## src/rtl/uart_pkg.sv

```systemverilog
package uart_pkg;

	// clocking and bit-rate limits
	localparam int unsigned CLK_HZ    = 200_000_000;
	localparam int unsigned BAUD_DEF  = 9600;
	localparam int unsigned BAUD_LOW  = 183;
	localparam int unsigned BAUD_HIGH = 6_000_000;
	localparam logic [20:0] DIV_RST   = 21'(CLK_HZ / BAUD_DEF);
	localparam logic [20:0] DIV_MAX   = 21'(CLK_HZ / BAUD_LOW);
	// never faster than one eighth of the clock
	localparam logic [20:0] DIV_MIN   = 21'h8;

	// register byte offsets
	localparam logic [31:0] OFF_CTRL    = 32'h00;
	localparam logic [31:0] OFF_DIV     = 32'h04;
	localparam logic [31:0] OFF_TXDATA  = 32'h08;
	localparam logic [31:0] OFF_RXDATA  = 32'h0C;
	localparam logic [31:0] OFF_LINE    = 32'h10;
	localparam logic [31:0] OFF_INT_ST  = 32'h14;
	localparam logic [31:0] OFF_INT_EN  = 32'h18;
	localparam logic [31:0] OFF_INT_CLR = 32'h1C;

	typedef enum logic [3:0] {
		R_CTRL = 4'h0, R_DIV = 4'h1, R_TXDATA = 4'h2, R_RXDATA = 4'h3,
		R_LINE = 4'h4, R_INT_ST = 4'h5, R_INT_EN = 4'h6, R_INT_CLR = 4'h7,
		R_NONE = 4'hF
	} reg_sel_e;

	// control register fields
	localparam int CTRL_DATA8    = 0;
	localparam int CTRL_PAR_EN   = 1;
	localparam int CTRL_PAR_ODD  = 2;
	localparam int CTRL_TWO_STOP = 3;
	localparam int CTRL_FLOW     = 4;
	localparam int CTRL_RTS_ON   = 5;
	localparam int CTRL_DTR_ON   = 6;
	localparam int CTRL_WAKE_EN  = 7;
	localparam logic [7:0] CTRL_RST = 8'h11;

	// interrupt status fields
	localparam int IRQ_RX_READY = 0;
	localparam int IRQ_TX_EMPTY = 1;
	localparam int IRQ_FRAME    = 2;
	localparam int IRQ_PARITY   = 3;
	localparam int IRQ_OVERRUN  = 4;
	localparam int IRQ_RING     = 5;
	localparam int IRQ_CTS_CHG  = 6;
	localparam int IRQ_DCD_CHG  = 7;
	localparam logic [7:0] INT_EN_RST = 8'h00;

	localparam logic [1:0] RESP_OKAY   = 2'h0;
	localparam logic [1:0] RESP_SLVERR = 2'h2;

	typedef enum logic [2:0] {
		TX_IDLE = 3'h0, TX_LEAD = 3'h1, TX_START = 3'h2, TX_DATA = 3'h3,
		TX_PAR = 3'h4, TX_STOP = 3'h5, TX_TRAIL = 3'h6
	} tx_state_e;

	typedef enum logic [2:0] {
		RX_IDLE = 3'h0, RX_START = 3'h1, RX_DATA = 3'h2, RX_PAR = 3'h3,
		RX_STOP = 3'h4
	} rx_state_e;

	// parity bit over 7 or 8 data bits
	function automatic logic par_bit(input logic [7:0] d, input logic data8,
			input logic odd);
		par_bit = (^d[6:0]) ^ (data8 & d[7]) ^ odd;
	endfunction

endpackage

```

## src/rtl/rx_link_if.sv

```systemverilog
`timescale 1ns/1ps
`default_nettype none
interface rx_link_if;
	logic [20:0] div;
	logic        data8;
	logic        par_en;
	logic        par_odd;
	logic        two_stop;
	logic [7:0]  data;
	logic        done;
	logic        frame_err;
	logic        par_err;
	modport ctrl (output div, data8, par_en, par_odd, two_stop,
		input data, done, frame_err, par_err);
	modport rcv (input div, data8, par_en, par_odd, two_stop,
		output data, done, frame_err, par_err);
endinterface
`default_nettype wire

```

## src/rtl/uart_rx.sv

```systemverilog
`timescale 1ns/1ps
`default_nettype none
module uart_rx (
	// clock and reset
	input  wire logic  ref_clk,
	input  wire logic  rst,
	// serial input
	input  wire logic  rxd,
	// configuration and received characters
	rx_link_if.rcv     lnk
);
	uart_pkg::rx_state_e state_q;
	logic [20:0] cnt_q;
	logic [2:0]  idx_q;
	logic        stop2_q;
	logic        prev_q;
	logic [7:0]  sh_q;
	logic        par_q;
	logic        done_q;
	logic        ferr_q;
	logic        perr_q;
	logic        tick;

	assign tick = (cnt_q == 21'h0);
	assign lnk.data = sh_q;
	assign lnk.done = done_q;
	assign lnk.frame_err = ferr_q;
	assign lnk.par_err = perr_q;

	always_ff @(posedge ref_clk or posedge rst) begin
		if (rst) begin
			prev_q <= 1'b1;
		end else begin
			prev_q <= rxd;
		end
	end

	always_ff @(posedge ref_clk or posedge rst) begin
		if (rst) begin
			state_q <= uart_pkg::RX_IDLE;
			cnt_q   <= 21'h0;
			idx_q   <= 3'h0;
			stop2_q <= 1'b0;
			sh_q    <= 8'h00;
			par_q   <= 1'b0;
			done_q  <= 1'b0;
			ferr_q  <= 1'b0;
			perr_q  <= 1'b0;
		end else begin
			done_q <= 1'b0;
			if (state_q != uart_pkg::RX_IDLE && !tick)
				cnt_q <= cnt_q - 21'h1;
			else
				cnt_q <= lnk.div - 21'h1;
			case (state_q)
			uart_pkg::RX_IDLE: begin
				if (prev_q && !rxd) begin
					// first look lands mid start bit
					cnt_q   <= {1'b0, lnk.div[20:1]} - 21'h1;
					state_q <= uart_pkg::RX_START;
				end
			end
			uart_pkg::RX_START: begin
				if (tick) begin
					idx_q   <= 3'h0;
					sh_q    <= 8'h00;
					ferr_q  <= 1'b0;
					// a short glitch is not a start bit
					state_q <= rxd ? uart_pkg::RX_IDLE : uart_pkg::RX_DATA;
				end
			end
			uart_pkg::RX_DATA: begin
				if (tick) begin
					sh_q[idx_q] <= rxd;
					idx_q       <= idx_q + 3'h1;
					stop2_q     <= 1'b0;
					if (idx_q == {2'h3, lnk.data8})
						state_q <= lnk.par_en ? uart_pkg::RX_PAR : uart_pkg::RX_STOP;
				end
			end
			uart_pkg::RX_PAR: begin
				if (tick) begin
					par_q   <= rxd;
					state_q <= uart_pkg::RX_STOP;
				end
			end
			default: begin
				if (tick) begin
					if (!rxd)
						ferr_q <= 1'b1;
					if (lnk.two_stop && !stop2_q) begin
						stop2_q <= 1'b1;
					end else begin
						done_q  <= 1'b1;
						ferr_q  <= ferr_q | ~rxd;
						perr_q  <= lnk.par_en &&
							(uart_pkg::par_bit(sh_q, lnk.data8, lnk.par_odd) != par_q);
						state_q <= uart_pkg::RX_IDLE;
					end
				end
			end
			endcase
		end
	end
endmodule
`default_nettype wire

```

## src/rtl/uart_port.sv

```systemverilog
// Overview of operation
// - bit rate programmable from 183 baud up to 25 Mbaud.
// - fastest bit period is eight clocks of the system clock.
// - frame is start, seven or eight data, optional parity, one/two stops.
// - data bits go out and come in least significant bit first.
// - bit rate resets to 9600 baud until software changes it.
// - flow control resets to request/clear-to-send handshake, changeable.
// - framing resets to eight bits, no parity, one stop; each settable.
// - transmit-active rises one bit period before the start bit.
// - transmit-active falls one bit period after the last frame ends.
// - transmit-active is an output usable as line driver direction.
// - active-low request-to-send out, active-low clear-to-send sampled.
// - active-low terminal-ready out, active-low carrier-detect sampled.
// - active-low ring input raises wake request when software enables it.
`timescale 1ns/1ps
`default_nettype none
module uart_port #(
	parameter logic [20:0] DEF_DIV = uart_pkg::DIV_RST
) (
	// clock and reset
	input  wire logic        ref_clk,
	input  wire logic        rst,
	// axi4-lite write address
	input  wire logic [31:0] s_axi_awaddr,
	input  wire logic        s_axi_awvalid,
	output logic             s_axi_awready,
	// axi4-lite write data
	input  wire logic [31:0] s_axi_wdata,
	input  wire logic [3:0]  s_axi_wstrb,
	input  wire logic        s_axi_wvalid,
	output logic             s_axi_wready,
	// axi4-lite write response
	output logic [1:0]       s_axi_bresp,
	output logic             s_axi_bvalid,
	input  wire logic        s_axi_bready,
	// axi4-lite read
	input  wire logic [31:0] s_axi_araddr,
	input  wire logic        s_axi_arvalid,
	output logic             s_axi_arready,
	output logic [31:0]      s_axi_rdata,
	output logic [1:0]       s_axi_rresp,
	output logic             s_axi_rvalid,
	input  wire logic        s_axi_rready,
	// serial line and modem control
	output logic             txd,
	input  wire logic        rxd,
	output logic             rts_n,
	input  wire logic        cts_n,
	output logic             dtr_n,
	input  wire logic        dcd_n,
	input  wire logic        ring_wake_n,
	output logic             tx_active,
	// system
	output logic             wake_req,
	output logic             irq
);
	// register bus state
	logic        aw_full_q;
	logic [31:0] aw_addr_q;
	logic        w_full_q;
	logic [31:0] w_data_q;
	logic [3:0]  w_strb_q;
	logic        wr_go;
	uart_pkg::reg_sel_e wr_sel;
	uart_pkg::reg_sel_e rd_sel;
	logic        rd_go;
	logic [31:0] rd_val;
	// control and data registers
	logic [7:0]  ctrl_q;
	logic [20:0] div_q;
	logic [7:0]  int_en_q;
	logic [7:0]  int_stat_q;
	logic [7:0]  int_clr;
	logic [7:0]  events;
	logic [7:0]  tx_hold_q;
	logic        tx_full_q;
	logic [7:0]  rx_data_q;
	logic        rx_full_q;
	logic        rd_rx;
	logic        cts_prev_q;
	logic        dcd_prev_q;
	logic        ring_prev_q;
	// transmitter
	uart_pkg::tx_state_e tx_state_q;
	logic [20:0] tx_cnt_q;
	logic [7:0]  tx_sh_q;
	logic [2:0]  tx_idx_q;
	logic        tx_par_q;
	logic        tx_stop2_q;
	logic        tx_tick;
	logic        tx_go;
	logic        tx_load;

	rx_link_if lnk ();

	uart_rx u_rx (
		.ref_clk (ref_clk),
		.rst     (rst),
		.rxd     (rxd),
		.lnk     (lnk)
	);

	assign lnk.div      = div_q;
	assign lnk.data8    = ctrl_q[uart_pkg::CTRL_DATA8];
	assign lnk.par_en   = ctrl_q[uart_pkg::CTRL_PAR_EN];
	assign lnk.par_odd  = ctrl_q[uart_pkg::CTRL_PAR_ODD];
	assign lnk.two_stop = ctrl_q[uart_pkg::CTRL_TWO_STOP];

	function automatic uart_pkg::reg_sel_e decode(input logic [31:0] a);
		if (a == uart_pkg::OFF_CTRL)
			decode = uart_pkg::R_CTRL;
		else if (a == uart_pkg::OFF_DIV)
			decode = uart_pkg::R_DIV;
		else if (a == uart_pkg::OFF_TXDATA)
			decode = uart_pkg::R_TXDATA;
		else if (a == uart_pkg::OFF_RXDATA)
			decode = uart_pkg::R_RXDATA;
		else if (a == uart_pkg::OFF_LINE)
			decode = uart_pkg::R_LINE;
		else if (a == uart_pkg::OFF_INT_ST)
			decode = uart_pkg::R_INT_ST;
		else if (a == uart_pkg::OFF_INT_EN)
			decode = uart_pkg::R_INT_EN;
		else if (a == uart_pkg::OFF_INT_CLR)
			decode = uart_pkg::R_INT_CLR;
		else
			decode = uart_pkg::R_NONE;
	endfunction

	// byte-lane merge of a write into an existing value
	function automatic logic [31:0] merge(input logic [31:0] old,
			input logic [31:0] nw, input logic [3:0] strb);
		for (int i = 0; i < 4; i++)
			merge[i*8 +: 8] = strb[i] ? nw[i*8 +: 8] : old[i*8 +: 8];
	endfunction

	// out-of-range divisors are pinned to the limits
	function automatic logic [20:0] clamp_div(input logic [31:0] v);
		if (v < {11'h0, uart_pkg::DIV_MIN})
			clamp_div = uart_pkg::DIV_MIN;
		else if (v > {11'h0, uart_pkg::DIV_MAX})
			clamp_div = uart_pkg::DIV_MAX;
		else
			clamp_div = v[20:0];
	endfunction

	assign wr_go  = aw_full_q & w_full_q & ~s_axi_bvalid;
	assign wr_sel = decode(aw_addr_q);
	assign rd_go  = s_axi_arvalid & s_axi_arready;
	assign rd_sel = decode(s_axi_araddr);
	assign rd_rx  = rd_go && rd_sel == uart_pkg::R_RXDATA;
	assign int_clr = (wr_go && wr_sel == uart_pkg::R_INT_CLR && w_strb_q[0])
		? w_data_q[7:0] : 8'h00;

	always_comb begin
		rd_val = 32'h0;
		if (rd_sel == uart_pkg::R_CTRL)
			rd_val = {24'h0, ctrl_q};
		else if (rd_sel == uart_pkg::R_DIV)
			rd_val = {11'h0, div_q};
		else if (rd_sel == uart_pkg::R_RXDATA)
			rd_val = {24'h0, rx_data_q};
		else if (rd_sel == uart_pkg::R_LINE)
			rd_val = {26'h0, tx_full_q, rx_full_q,
				tx_state_q != uart_pkg::TX_IDLE, ~ring_wake_n, ~dcd_n, ~cts_n};
		else if (rd_sel == uart_pkg::R_INT_ST)
			rd_val = {24'h0, int_stat_q};
		else if (rd_sel == uart_pkg::R_INT_EN)
			rd_val = {24'h0, int_en_q};
	end

	// write channels are taken independently, then answered together
	always_ff @(posedge ref_clk or posedge rst) begin
		if (rst) begin
			aw_full_q     <= 1'b0;
			aw_addr_q     <= 32'h0;
			s_axi_awready <= 1'b1;
		end else if (s_axi_awvalid && s_axi_awready) begin
			aw_full_q     <= 1'b1;
			aw_addr_q     <= s_axi_awaddr;
			s_axi_awready <= 1'b0;
		end else if (s_axi_bvalid && s_axi_bready) begin
			aw_full_q     <= 1'b0;
			s_axi_awready <= 1'b1;
		end
	end

	always_ff @(posedge ref_clk or posedge rst) begin
		if (rst) begin
			w_full_q     <= 1'b0;
			w_data_q     <= 32'h0;
			w_strb_q     <= 4'h0;
			s_axi_wready <= 1'b1;
		end else if (s_axi_wvalid && s_axi_wready) begin
			w_full_q     <= 1'b1;
			w_data_q     <= s_axi_wdata;
			w_strb_q     <= s_axi_wstrb;
			s_axi_wready <= 1'b0;
		end else if (s_axi_bvalid && s_axi_bready) begin
			w_full_q     <= 1'b0;
			s_axi_wready <= 1'b1;
		end
	end

	always_ff @(posedge ref_clk or posedge rst) begin
		if (rst) begin
			s_axi_bvalid <= 1'b0;
			s_axi_bresp  <= uart_pkg::RESP_OKAY;
		end else if (wr_go) begin
			s_axi_bvalid <= 1'b1;
			s_axi_bresp  <= (wr_sel == uart_pkg::R_NONE) ?
				uart_pkg::RESP_SLVERR : uart_pkg::RESP_OKAY;
		end else if (s_axi_bready) begin
			s_axi_bvalid <= 1'b0;
		end
	end

	always_ff @(posedge ref_clk or posedge rst) begin
		if (rst) begin
			s_axi_arready <= 1'b1;
			s_axi_rvalid  <= 1'b0;
			s_axi_rdata   <= 32'h0;
			s_axi_rresp   <= uart_pkg::RESP_OKAY;
		end else if (rd_go) begin
			s_axi_arready <= 1'b0;
			s_axi_rvalid  <= 1'b1;
			s_axi_rdata   <= rd_val;
			s_axi_rresp   <= (rd_sel == uart_pkg::R_NONE) ?
				uart_pkg::RESP_SLVERR : uart_pkg::RESP_OKAY;
		end else if (s_axi_rvalid && s_axi_rready) begin
			s_axi_rvalid  <= 1'b0;
			s_axi_arready <= 1'b1;
		end
	end

	// configuration registers
	always_ff @(posedge ref_clk or posedge rst) begin
		if (rst) begin
			ctrl_q   <= uart_pkg::CTRL_RST;
			div_q    <= DEF_DIV;
			int_en_q <= uart_pkg::INT_EN_RST;
		end else if (wr_go) begin
			if (wr_sel == uart_pkg::R_CTRL)
				ctrl_q <= 8'(merge({24'h0, ctrl_q}, w_data_q, w_strb_q));
			else if (wr_sel == uart_pkg::R_DIV)
				div_q <= clamp_div(merge({11'h0, div_q}, w_data_q, w_strb_q));
			else if (wr_sel == uart_pkg::R_INT_EN)
				int_en_q <= 8'(merge({24'h0, int_en_q}, w_data_q, w_strb_q));
		end
	end

	// transmit holding register; a write while full is dropped
	always_ff @(posedge ref_clk or posedge rst) begin
		if (rst) begin
			tx_hold_q <= 8'h00;
			tx_full_q <= 1'b0;
		end else if (tx_load) begin
			tx_full_q <= 1'b0;
		end else if (wr_go && wr_sel == uart_pkg::R_TXDATA && w_strb_q[0] &&
				!tx_full_q) begin
			tx_hold_q <= w_data_q[7:0];
			tx_full_q <= 1'b1;
		end
	end

	// receive data; a new character wins over a same-cycle read
	always_ff @(posedge ref_clk or posedge rst) begin
		if (rst) begin
			rx_data_q <= 8'h00;
			rx_full_q <= 1'b0;
		end else if (lnk.done) begin
			rx_data_q <= lnk.data;
			rx_full_q <= 1'b1;
		end else if (rd_rx) begin
			rx_full_q <= 1'b0;
		end
	end

	// modem lines; inputs are already in this clock domain
	always_ff @(posedge ref_clk or posedge rst) begin
		if (rst) begin
			cts_prev_q  <= 1'b1;
			dcd_prev_q  <= 1'b1;
			ring_prev_q <= 1'b1;
			rts_n       <= 1'b1;
			dtr_n       <= 1'b1;
			wake_req    <= 1'b0;
		end else begin
			cts_prev_q  <= cts_n;
			dcd_prev_q  <= dcd_n;
			ring_prev_q <= ring_wake_n;
			// under flow control, ready to receive while no byte is waiting
			rts_n <= ctrl_q[uart_pkg::CTRL_FLOW] ? rx_full_q
				: ~ctrl_q[uart_pkg::CTRL_RTS_ON];
			dtr_n    <= ~ctrl_q[uart_pkg::CTRL_DTR_ON];
			wake_req <= ctrl_q[uart_pkg::CTRL_WAKE_EN] & ~ring_wake_n;
		end
	end

	always_comb begin
		events = 8'h00;
		events[uart_pkg::IRQ_RX_READY] = lnk.done;
		events[uart_pkg::IRQ_TX_EMPTY] = tx_load;
		events[uart_pkg::IRQ_FRAME]    = lnk.done & lnk.frame_err;
		events[uart_pkg::IRQ_PARITY]   = lnk.done & lnk.par_err;
		events[uart_pkg::IRQ_OVERRUN]  = lnk.done & rx_full_q & ~rd_rx;
		events[uart_pkg::IRQ_RING]     = ring_prev_q & ~ring_wake_n;
		events[uart_pkg::IRQ_CTS_CHG]  = cts_prev_q ^ cts_n;
		events[uart_pkg::IRQ_DCD_CHG]  = dcd_prev_q ^ dcd_n;
	end

	// set beats clear so no event is lost
	always_ff @(posedge ref_clk or posedge rst) begin
		if (rst) begin
			int_stat_q <= 8'h00;
			irq        <= 1'b0;
		end else begin
			int_stat_q <= (int_stat_q & ~int_clr) | events;
			irq        <= |(int_stat_q & int_en_q);
		end
	end

	// transmitter
	assign tx_tick = (tx_cnt_q == 21'h0);
	assign tx_go   = tx_full_q &
		~(ctrl_q[uart_pkg::CTRL_FLOW] & cts_n);
	assign tx_load = tx_tick && tx_go &&
		(tx_state_q == uart_pkg::TX_LEAD ||
		(tx_state_q == uart_pkg::TX_STOP &&
		(tx_stop2_q || !ctrl_q[uart_pkg::CTRL_TWO_STOP])));

	always_ff @(posedge ref_clk or posedge rst) begin
		if (rst) begin
			tx_state_q <= uart_pkg::TX_IDLE;
			tx_cnt_q   <= 21'h0;
			tx_sh_q    <= 8'h00;
			tx_idx_q   <= 3'h0;
			tx_par_q   <= 1'b0;
			tx_stop2_q <= 1'b0;
			txd        <= 1'b1;
			tx_active  <= 1'b0;
		end else begin
			if (tx_tick || tx_state_q == uart_pkg::TX_IDLE)
				tx_cnt_q <= div_q - 21'h1;
			else
				tx_cnt_q <= tx_cnt_q - 21'h1;
			if (tx_load) begin
				// back-to-back frames keep the driver enabled
				tx_state_q <= uart_pkg::TX_START;
				tx_sh_q    <= tx_hold_q;
				tx_par_q   <= uart_pkg::par_bit(tx_hold_q,
					ctrl_q[uart_pkg::CTRL_DATA8], ctrl_q[uart_pkg::CTRL_PAR_ODD]);
				txd        <= 1'b0;
			end else begin
				case (tx_state_q)
				uart_pkg::TX_IDLE: begin
					if (tx_go) begin
						tx_state_q <= uart_pkg::TX_LEAD;
						tx_active  <= 1'b1;
					end
				end
				uart_pkg::TX_LEAD: begin
					// clear-to-send dropped during the lead bit
					if (tx_tick) begin
						tx_state_q <= uart_pkg::TX_IDLE;
						tx_active  <= 1'b0;
					end
				end
				uart_pkg::TX_START: begin
					if (tx_tick) begin
						tx_state_q <= uart_pkg::TX_DATA;
						tx_idx_q   <= 3'h0;
						txd        <= tx_sh_q[0];
						tx_sh_q    <= {1'b0, tx_sh_q[7:1]};
					end
				end
				uart_pkg::TX_DATA: begin
					if (tx_tick) begin
						tx_idx_q   <= tx_idx_q + 3'h1;
						tx_stop2_q <= 1'b0;
						if (tx_idx_q == {2'h3, ctrl_q[uart_pkg::CTRL_DATA8]}) begin
							if (ctrl_q[uart_pkg::CTRL_PAR_EN]) begin
								tx_state_q <= uart_pkg::TX_PAR;
								txd        <= tx_par_q;
							end else begin
								tx_state_q <= uart_pkg::TX_STOP;
								txd        <= 1'b1;
							end
						end else begin
							txd     <= tx_sh_q[0];
							tx_sh_q <= {1'b0, tx_sh_q[7:1]};
						end
					end
				end
				uart_pkg::TX_PAR: begin
					if (tx_tick) begin
						tx_state_q <= uart_pkg::TX_STOP;
						txd        <= 1'b1;
					end
				end
				uart_pkg::TX_STOP: begin
					if (tx_tick) begin
						if (ctrl_q[uart_pkg::CTRL_TWO_STOP] && !tx_stop2_q)
							tx_stop2_q <= 1'b1;
						else
							tx_state_q <= uart_pkg::TX_TRAIL;
					end
				end
				default: begin
					if (tx_tick) begin
						tx_state_q <= uart_pkg::TX_IDLE;
						tx_active  <= 1'b0;
					end
				end
				endcase
			end
		end
	end
endmodule
`default_nettype wire

```

## config.mk

```make
export PLATFORM = sky130hd
export DESIGN_NAME = uart_port
export DESIGN_NICKNAME = d
export VERILOG_FILES = /design/src/rtl/uart_pkg.sv /design/src/rtl/rx_link_if.sv /design/src/rtl/uart_rx.sv /design/src/rtl/uart_port.sv
export SDC_FILE = /design/constraint.sdc
export NUM_CORES = 1
export LEC_CHECK = 0
export BUFFER_PORTS_ARGS = -buffer_cell sky130_fd_sc_hd__buf_2
export CAP_MARGIN = 15
export CORE_MARGIN = 10
export CORE_UTILIZATION = 59
export DETAILED_ROUTE_END_ITERATION = 10
export PLACE_DENSITY = 0.81
export SLEW_MARGIN = 10
export SYNTH_ARGS = -nofsm -noshare
export SYNTH_HDL_FRONTEND = slang
export SYNTH_SLANG_ARGS = --single-unit
export TNS_END_PERCENT = 10
```

## constraint.sdc

```tcl
create_clock -name ref_clk -period 10.7 [get_ports ref_clk]
set_clock_uncertainty 0.1 [all_clocks]
set_input_delay 1.605 -clock ref_clk [delete_from_list [all_inputs] [get_ports ref_clk]]
set_output_delay 1.605 -clock ref_clk [all_outputs]
set_load 0.01 [all_outputs]
```

# After elaboration in Yosys (flattened, before gate mapping)
# Index checks and enable logic that the tools add are counted.
# classes
n_div	0
n_mux	113
n_reduce_logical	76
multipliers	0
n_shift	0
n_eq_ne	56
order_cmp	4
bitwise_logic	41
add_sub_neg	6
# op_table
operator	count
equality test 32 x 5 -> 1 bit (second input constant)	8
2-to-1 mux 21 bit	8
equality test 32 x 4 -> 1 bit (second input constant)	4
2-to-1 mux 8 bit	15
equality test 32 x 3 -> 1 bit (second input constant)	2
logical NOT 32 bit	2
2-to-1 mux 4 bit	16
subtractor 21 x 1 -> 21 bit (second input constant)	3
2-to-1 mux 3 bit	20
logical NOT 21 bit	2
2-to-1 mux 1 bit	38
> comparator 32 x 21 -> 1 bit (second input constant)	1
< comparator 32 x 4 -> 1 bit (second input constant)	1
one-hot mux 8 bit (2 select lines)	2
!= test 3 bit (second input constant)	9
nonzero test 2 bit	12
subtractor 20 x 1 -> 21 bit (second input constant)	1
equality test 4 x 3 -> 1 bit (second input constant)	5
logical AND 1 bit	19
AND reduction 3 bit	6
NOT 1 bit	17
bitwise AND 8 bit	2
AND reduction 4 bit	4
one-hot mux 3 bit (5 select lines)	1
40 further kinds	98
# word_totals
ramBits	0
latchBits	0
mem_bits_ro	0
output_inout_bits	47
inputBits	111
regBits	261
memories	0

# Longest topological paths before layout
# Gate-level depths: netlist of the first run.
# logic_depth
ltp_word	16
ltp_mapped	9
mapped_depth_nobuf	8

# Cells and area by module
# A second synthesis of the first run with hierarchy kept.
# unflattened
hier_cells	1258
area_unflattened_um2	13073.8
# modules_own_cells
module	area_each_um2	cells_each	n_inst
uart_port	9943.3	886	1
uart_rx	3130.5	372	1

# Least setup slack after synthesis of the first run
# No wires, ideal clock.
# synth_path
path_type	in2reg
from	in s_axi_araddr[27]
to	reg s_axi_rdata[10]
arrival_time_ns	3.348
path_buffers	2
required_ns	10.534
setup_time_ns	0.066
path_stages	7
path_slack_ns	7.186
cell_sequence	nor4_1 nand2_1 or4_1 clkbuf_1 nor3_1 clkbuf_1 a22o_1
# synth_via
elab_chain_cells	12
elab_cells_between_ends	20
cone_classes	8 x eq/ne; 10 x mux; 2 x reduce/logical
# synth_rtl
element	line_no	rtl
from (decl)	uart_port.sv:37	input wire logic [31:0] s_axi_araddr,
equality test 32 x 5 -> 1 bit	uart_port.sv:124	else if (a == uart_pkg::OFF_INT_CLR)
2-to-1 mux 4 bit	uart_port.sv:124	
2-to-1 mux 4 bit	uart_port.sv:122	else if (a == uart_pkg::OFF_INT_EN)
2-to-1 mux 4 bit	uart_port.sv:120	else if (a == uart_pkg::OFF_INT_ST)
2-to-1 mux 4 bit	uart_port.sv:118	else if (a == uart_pkg::OFF_LINE)
2-to-1 mux 4 bit	uart_port.sv:116	else if (a == uart_pkg::OFF_RXDATA)
2-to-1 mux 4 bit	uart_port.sv:114	else if (a == uart_pkg::OFF_TXDATA)
2-to-1 mux 4 bit	uart_port.sv:112	else if (a == uart_pkg::OFF_DIV)
2-to-1 mux 4 bit (*)	uart_port.sv:110	if (a == uart_pkg::OFF_CTRL)
equality test 4 x 1 -> 1 bit	uart_port.sv:159	else if (rd_sel == uart_pkg::R_DIV)
2-to-1 mux 21 bit	uart_port.sv:159	
2-to-1 mux 21 bit (*)	uart_port.sv:157	if (rd_sel == uart_pkg::R_CTRL)
to (signal assigned)	uart_port.sv:227	s_axi_rdata <= rd_val;
to (decl)	uart_port.sv:40	output logic [31:0] s_axi_rdata,
# Every way passes the cells marked *; elsewhere a longest branch is shown, timed or not.
# A chain may end at the register's enable or synchronous reset.

# Worst setup path in the final report of the first run
# layout_path
from	reg w_strb_q[1]
to	reg div_q[6]
# layout_via
elab_chain_cells	4
elab_cells_between_ends	5
cone_classes	2 x order compare; 3 x mux
# layout_rtl
element	line_no	rtl
from (decl)	uart_port.sv:62	logic [3:0] w_strb_q;
from (signal assigned)	uart_port.sv:197	w_strb_q <= s_axi_wstrb;
2-to-1 mux 8 bit (*)	uart_port.sv:134	merge[i*8 +: 8] = strb[i] ? nw[i*8 +: 8] : old[i*8 +: 8];
> comparator 32 x 21 -> 1 bit	uart_port.sv:141	else if (v > {11'h0, uart_pkg::DIV_MAX})
2-to-1 mux 21 bit	uart_port.sv:141	
2-to-1 mux 21 bit (*)	uart_port.sv:139	if (v < {11'h0, uart_pkg::DIV_MIN})
to (signal assigned)	uart_port.sv:246	div_q <= clamp_div(merge({11'h0, div_q}, w_data_q, w_strb_q));
to (decl)	uart_port.sv:70	logic [20:0] div_q;
# Marked as above.

==> summary.md, run 1 <==
| Metric | Value |
|---|---|
| First-pass GRT wire length | approximately 54000 µm |
| Vias after detailed routing | 10100 |
| Synth area leader | dfrtp_1 |
| Hold Crit Depth | 1 |
| Worst-Skew Late Latency | 0.54 ns |
| Status | complete, no violations |
| Ys flop type | dfrtp_1 |
| Power Dens Cells | 143 nW/µm² |
| Largest net degree at the start of global routing | 100 |
| Synthesized flop and latch total | 248 |
| Via density | 6.16 |
| Sink Count | approximately 250 |
| Slew Viols, Final | 0 |
| Fin crit share | 0.316 |
| CTS Buf Count | 26 |
| F_max | 0.296 GHz |
| Placed Area | 13700 µm² |
| Site Rows | 53 |
| Place WS | roughly 7.0 ns |
| Clock tree root driver cell | clkbuf_16 |
| R2R Setup Slk | around 7.3 ns |
| # IOs | roughly 160 |
| Endpoints failing hold | 0 |
| Slowest CP cell | dfrtp_1 |
| Critical path's largest stage delay | 0.83 ns |
| Top post-synthesis cells by area | dfrtp_1 (45%), mux2_2 (9.4%), xnor2_1 (4.2%) |
| Max Cap Viol | 0 |
| Slew margin rel. | 0.270 |
| Area Overhead vs Synth | 12.8% |
| I/O Buffers | 144 |
| Hpwl dp | 24200 µm |
| Synth cell types | 70 |
| H-tree depth | 1 |
| Buffers and inverters on the worst path | 0 |
| Commonest non-fill, non-tap cells in the layout | dfrtp_1 (230), buf_2 (144), nand2_1 (108), mux2_2 (107), o21ai_0 (77) |
| Worst-Margin Slew | 1.10 ns |
| Initial antenna violation count | 4 |
| Layout cell share with drive strength beyond 1 | 0.245 |
| Setup bufs post-CTS | 0 |
| Vias in the first global route | 10200 |
| HP Start | ctrl_q[6] |
| Worst setup EP type | flop |
| Hold WC Path Type | reg2reg |
| DRC errors left | 0 |
| RR Startpoint | w_strb_q[1] |
| Async SR Flop Fraction | 1.00 |
| DIE AREA | 28100 µm² |
| Crit path max-delay family | simple AND/OR/NAND/NOR gates |
| Ys Warns | 0 |
| GP Congestion | 0.905 |
| Fillcell total | 1643 |
| Startpoint Class | flop |
| Worst r2r dst | div_q[6] |
| GRT Total Usage | 0.231 |
| Number of gates resized after cts | 0 |
| Synth top area share | 0.448 |
| # hold bufs at CTS | 0 |
| Gr ovfl total | 0 |
| Layout Nets | between 1000 and 1500 |
| Sequential share of the synthesized area | 0.485 |
| Post-Layout Inst Area | 14500 µm² |
| Synth Instances | approximately 1200 |
| DRT iter0 DRCs | 926 |
| Core box area | 21200 µm² |
| Unrepaired setup endpoints after global routing | no |
| CTS clk-pin slew, worst paths | 0.06 ns |
| Crit-path max FO | 24 |
| Worst vdd ir | roughly 0.00014 V |
| CTS tree | yes |
| Leakage | around 6.7 nW |
| Syn avg cell area | 10.3 µm² |
| Antenna-violating nets left | 0 |
| Max clock buf depth | 3 |
| Crit path kind | reg2reg |
| Arr. time, crit path | 3.73 ns |
| EDFF count, synth | 0 |
| Worst EP required | 11.05 ns |
| Commonest non-fill, non-tap cell in the layout | dfrtp_1 |
| Wirelength per Cell | 20.4 µm |
| Final setup fails | 0 |
| Chip Width | 167 µm |
| WL final | roughly 34000 µm |
| Setup_tns | 0 ns |
| Mapped Area | about 13000 µm² |
| Drt pass-1 iters | 5 |
| Die Span Y | roughly 170 µm |
| WHS Endpoint | dtr_n |
| Starting Density | 0.605 |
| Fin worst setup slack | 7.32 ns |
| Final min period | 3.38 ns |
| Critical path, cell by cell | or4b_2 > a222oi_1 > nand4_1 > and3_1 > o41a_1 > o21ai_0 |
| Reg2Reg Depth | 6 |
[sequential cells by signal, indices dropped and copies added (netlist names), 3 cells and up]
register,count
tx_state_q,3
u_rx.lnk.data,8
ctrl_q,8
div_q,21
u_rx.state_q,3
aw_addr_q,32
w_data_q,32
u_rx.cnt_q,21
rx_data_q,8
s_axi_rdata,21
int_stat_q,8
u_rx.idx_q,3
tx_sh_q,8
tx_cnt_q,21
tx_hold_q,8
w_strb_q,4
int_en_q,8
tx_idx_q,3
[synthesized netlist by cell type, drive strengths merged, types with 6 or more instances]
master / instances
nor3: 40
buf: 22
a21oi: 23
a21o: 7
ha: 8
dfrtp: 230
a22o: 21
a22oi: 15
nand2b: 8
clkbuf: 64
o211ai: 13
nor4: 39
or4: 16
xor2: 30
inv: 37
nand2: 108
nor3b: 6
nand3: 30
and3: 7
o31ai: 9
dfstp: 18
nor2: 62
nand4: 11
nand4b: 6
nand3b: 11
a31oi: 8
or3: 24
o22ai: 11
mux2: 107
o21ai: 79
nor2b: 7
mux2i: 37
xnor2: 62
[final cells by class]
class	count	area [µm²]	area share
clock inverters	6	41.3	0.00285
flip-flops and latches	248	6230	0.430
clock buffers	38	736	0.0508
multi-input cells	882	6160	0.425
diodes	2	5.00	0.000346
well taps	275	344	0.0238
repair buffers	158	823	0.0568
inverters	37	146	0.0101
[routing by layer]
layer / wire (µm) / global-route usage / up-vias
met2: 16400 / 0.386 / 385
met4: 563 / 0.0488 / 2
li1: - / - / 4704
met3: 2490 / 0.0527 / 50
met5: 9 / 0 / -
met1: 14000 / 0.301 / 4991
[where the power goes]
part	internal (mW)	leakage [nW]	switching [mW]
registers	0.971	3.14	0.0412
clock network	0.473	0.385	0.361
logic	0.0924	3.19	0.140
total	1.54	6.72	0.541
[cell families after synthesis]
kind of cell    Yosys count  synth area share
flops                   248             0.485
simple gates            392             0.159
other cells               1          0.000292
mux                     144             0.123
xor+xnor                 92            0.0628
buf+inv                 123            0.0405
fa+ha+maj                 8           0.00780
compound gates          233             0.121
[worst max path at each step]
| stage | cells after the start | to | startpoint |
|---|---|---|---|
| floorplan | 1 | aw_addr_q[0] | rst |
| detailed placement | 7 | s_axi_rdata[5] | s_axi_araddr[1] |
| CTS | 6 | div_q[6] | w_strb_q[1] |
| global placement | 7 | s_axi_rdata[11] | s_axi_araddr[27] |
| global route | 6 | div_q[6] | w_strb_q[1] |
| finish | 6 | div_q[6] | w_strb_q[1] |
[per-stage QoR]
| stage | hold slack (ns) | total power, mW | cells | util |
|---|---|---|---|---|
| 6_report | 0.383 | 2.08 | 1646 | 0.682 |
| 5_1_grt | 0.395 | 2.16 | 1645 | 0.682 |
| 4_1_cts | 0.385 | 2.09 | 1643 | 0.682 |
| 3_5_place_dp | 0.364 | 1.25 | 1599 | 0.645 |
| 3_3_place_gp | 0.342 | 1.24 | 1599 | 0.645 |
| 2_1_floorplan | 0.279 | 1.18 | 1253 | - |
[worst reg2reg max path: stages (launching register included)]
cell	delay [ns]
dfrtp_1	0.83
or4b_2	0.67
a222oi_1	0.38
nand4_1	0.17
and3_1	0.40
o41a_1	0.52
o21ai_0	0.23
(Power assumes the default switching activity.)
==> run 2: changes to the inputs <==
ABC_AREA = 1   (was unset)
CORE_UTILIZATION = 53   (was 59)
PLACE_DENSITY = 0.76   (was 0.81)
clock period = 2.9 ns   (was 10.7 ns; I/O delays follow)
==> run 2 against run 1 <==
Effect of this change:
- clock-buffer cell count grew 5
- sequential share of layout area down 3.1 points
- largest power group unchanged
- sequential cell count stayed put
- largest cell class is now multi-input gates
- maximum frequency rose by 43%
==> summary.md, run 2 <==
| Metric | Value |
|---|---|
| Status | complete, no violations (unchanged) |
| Number of gates resized after cts | 0 (unchanged) |
| Max clock buf depth | 3 (unchanged) |
| Worst vdd ir | 0.000633 V (was 0.000139 V) |
| Synth top area share | 0.424 (was 0.448) |
| Dpl cells | 2191 (was 1599) |
| Ys flop type | dfrtp_1 (unchanged) |
| Top Registers | aw_addr_q (32), w_data_q (32) (unchanged) |
| Sequential share of the synthesized area | 0.459 (was 0.485) |
| Initial antenna violation count | 1 (was 4) |
| HP Start | s_axi_wdata[16] (was ctrl_q[6]) |
| GRT met3 Usage | 0.0436 (was 0.0527) |
| GR Util met2 | 0.374 (was 0.386) |
| DRC errors left | 0 (unchanged) |
| # IOs | 158 (unchanged) |
| XOR/XNOR Fraction of Synth Area | 0.0361 (was 0.0628) |
| GRT Total Usage | 0.227 (was 0.231) |
| Critical Path Source | aw_addr_q[21] (was w_strb_q[1]) |
| DIE AREA | 32400 µm² (was 28100 µm²) |
| EDFF count, synth | 0 (unchanged) |
| Crit path kind | reg2reg (unchanged) |
| Worst-Margin Slew | 0.739 ns (was 1.10 ns) |
| Synth cell types | 48 (was 70) |
| F_max | 0.424 GHz (was 0.296 GHz) |
| Wirelength per Cell | 16.8 µm (was 20.4 µm) |
| Post-Synth Adder-Cell Area | 0.00737 (was 0.00780) |
| Largest net degree at the start of global routing | 103 (was 100) |
| Synthesized flop and latch total | 248 (unchanged) |
| CTS Buf Count | 28 (was 26) |
| Ys Warns | 0 (unchanged) |
| Met1 Track Usage GR | 0.302 (was 0.301) |
| Mux cell area share after synthesis | 0.0373 (was 0.123) |
| Final setup fails | 0 (unchanged) |
| Die Span Y | 180 µm (was 167 µm) |
| Gr ovfl total | 0 (unchanged) |
| Fin worst setup slack | 0.541 ns (was 7.32 ns) |
| Gr busiest metal | met2 (unchanged) |
| DRT iter0 DRCs | 1122 (was 926) |
| Synth top cells by count | nand2_1 (472), dfrtp_1 (230), nor2_1 (205) (was dfrtp_1 (230), nand2_1 (108), mux2_2 (107)) |
| Unrepaired setup endpoints after global routing | no (unchanged) |
| Syn avg cell area | 7.74 µm² (was 10.3 µm²) |
| Cell Count, Final, Fillers Out | 2251 (was 1646) |
| Hold WC Path Type | in2reg (was reg2reg) |
| Fin util | 0.620 (was 0.682) |
| Setup_tns | 0 ns (unchanged) |
| Worst setup EP type | flop (unchanged) |
| Chip Width | 180 µm (was 167 µm) |
| GP Congestion | 0.988 (was 0.905) |
| Vias after detailed routing | 12200 (was 10100) |
| Drt pass-1 iters | 5 (unchanged) |
| Main combinational cell family by area after synthesis | simple AND/OR/NAND/NOR gates (unchanged) |
| Max Cap Viol | 0 (unchanged) |
| Core box area | 25200 µm² (was 21200 µm²) |
| Sink Count | 248 (unchanged) |
| Arr. time, crit path | 2.74 ns (was 3.73 ns) |
| Startpoint Class | flop (unchanged) |
| WL final | 37900 µm (was 33500 µm) |
| Post-Layout Inst Area | 15600 µm² (was 14500 µm²) |
| Starting Density | 0.539 (was 0.605) |
| Post-synthesis compound-gate area fraction | 0.103 (was 0.121) |
| Via density | 5.43 (was 6.16) |
| Place WS | 0.600 ns (was 6.95 ns) |
| Final min period | 2.36 ns (was 3.38 ns) |
| H-tree depth | 1 (unchanged) |
| CTS clk-pin slew, worst paths | 0.06 ns (about the same) |
| Vias in the first global route | 12300 (was 10200) |
| Commonest non-fill, non-tap cell in the layout | nand2_1 (was dfrtp_1) |
| Fin crit share | 0.814 (was 0.316) |
| Worst-Skew Late Latency | 0.55 ns (was 0.54 ns) |
| Site Rows | 58 (was 53) |
| RR Startpoint | aw_addr_q[21] (was w_strb_q[1]) |
| Slew Viols, Final | 0 (unchanged) |
| Async SR Flop Fraction | 1.00 (unchanged) |
| Commonest non-fill, non-tap cells in the layout | nand2_1 (471), dfrtp_1 (230), nor2_1 (205), inv_1 (170), buf_2 (144) (was dfrtp_1 (230), buf_2 (144), nand2_1 (108), mux2_2 (107), o21ai_0 (77)) |
| Worst EP required | 3.28 ns (was 11.05 ns) |
| Mapped Area | 13600 µm² (was 12800 µm²) |
| Antenna-violating nets left | 0 (unchanged) |
| Layout Nets | 2017 (was 1472) |
| Layout cell share with drive strength beyond 1 | 0.165 (was 0.245) |
| Synth area leader | dfrtp_1 (unchanged) |
| Simple-Gate Fraction of Synth Area | 0.278 (was 0.159) |
| CTS tree | yes (unchanged) |
| Crit-path max FO | 16 (was 24) |
| Power Dens Cells | 657 nW/µm² (was 143 nW/µm²) |
| Clock tree root driver cell | clkbuf_16 (unchanged) |
| First-pass GRT wire length | 62400 µm (was 54400 µm) |
| I/O Buffers | 144 (unchanged) |
| Slew margin rel. | 0.506 (was 0.270) |
| Area Overhead vs Synth | 14.9% (was 12.8%) |
| Placed Area | 14500 µm² (was 13700 µm²) |
| Synth Instances | 1754 (was 1241) |
| Hpwl dp | 28200 µm (was 24200 µm) |
| Top post-synthesis cells by area | dfrtp_1 (42%), nand2_1 (13%), nor2_1 (5.7%) (was dfrtp_1 (45%), mux2_2 (9.4%), xnor2_1 (4.2%)) |
| Leakage | 7.84 nW (was 6.72 nW) |
| Most frequent cell after synthesis | nand2_1 (was dfrtp_1) |
| Endpoints failing hold | 0 (unchanged) |
-- run 2: cell count changes after synthesis, sizes merged, moves of 33 or more --
cell / before / now
mux2i: 37 / 0
nand3: 30 / 114
nor2: 62 / 215
inv: 37 / 175
nand2: 108 / 476
clkbuf: 64 / 26
xnor2: 62 / 18
mux2: 107 / 45
a21oi: 23 / 73
o21ai: 79 / 150
nor4: 39 / 6
-- run 2: per-layer routing --
metal  vias up  part of all wire
met2       438              0.46
li1       5951                 -
met4         0             0.021
met5         -                 0
met3        67             0.077
met1      5759              0.44
-- run 2: cells by family after synthesis --
kind of cell / after synthesis
simple gates: 891
mux: 45
compound gates: 258
fa+ha+maj: 8
flops: 248
buf+inv: 247
xor+xnor: 56
other cells: 1
-- run 2: final timing paths --
path,endpoint,slack (ns),depth (start not counted)
max,div_q[19],0.54,7
min,w_data_q[16],0.01,2
max reg2reg,div_q[19],0.54,7
min reg2reg,dtr_n,0.34,1
max in group asynchronous,tx_cnt_q[17],1.50,5
min in group asynchronous,int_stat_q[1],0.53,4
-- run 2: layout make-up --
class | count | area, µm²
Fill cell | 2257 | 9580
Clock buffer | 43 | 888
Antenna cell | 1 | 2.50
Multi-Input combinational cell | 1271 | 6330
Timing Repair Buffer | 169 | 951
Sequential cell | 248 | 6230
Clock inverter | 9 | 109
Tap cell | 330 | 413
Inverter | 180 | 679
-- run 2: through the flow --
step / total power, mW / hold slack (ns)
2_1_floorplan: 5.94 / 0.273
3_3_place_gp: 6.44 / 0.326
3_5_place_dp: 6.52 / 0.331
4_1_cts: 10.3 / 0.000155
5_1_grt: 10.8 / 0.00556
6_report: 10.2 / 0.0146
-- run 2: critical path: stages (launching register included) --
cell      delay, ns
dfrtp_1        0.39
nor4_1         0.36
nand3_1        0.31
clkinv_1       0.15
nand3_1        0.14
nor2_2         0.57
nand3_1        0.18
nand2_1        0.11
-- run 2: power breakdown --
group          switching [mW]  internal (mW)
registers               0.357           4.03
clock network            1.47           2.28
logic                    1.29          0.813
-- run 2: timing repair --
item / 4_1_cts / 5_1_grt
hold endpoints to repair: 26 / 0
setup buffers: 0 / 0
hold buffers: 7 / 0
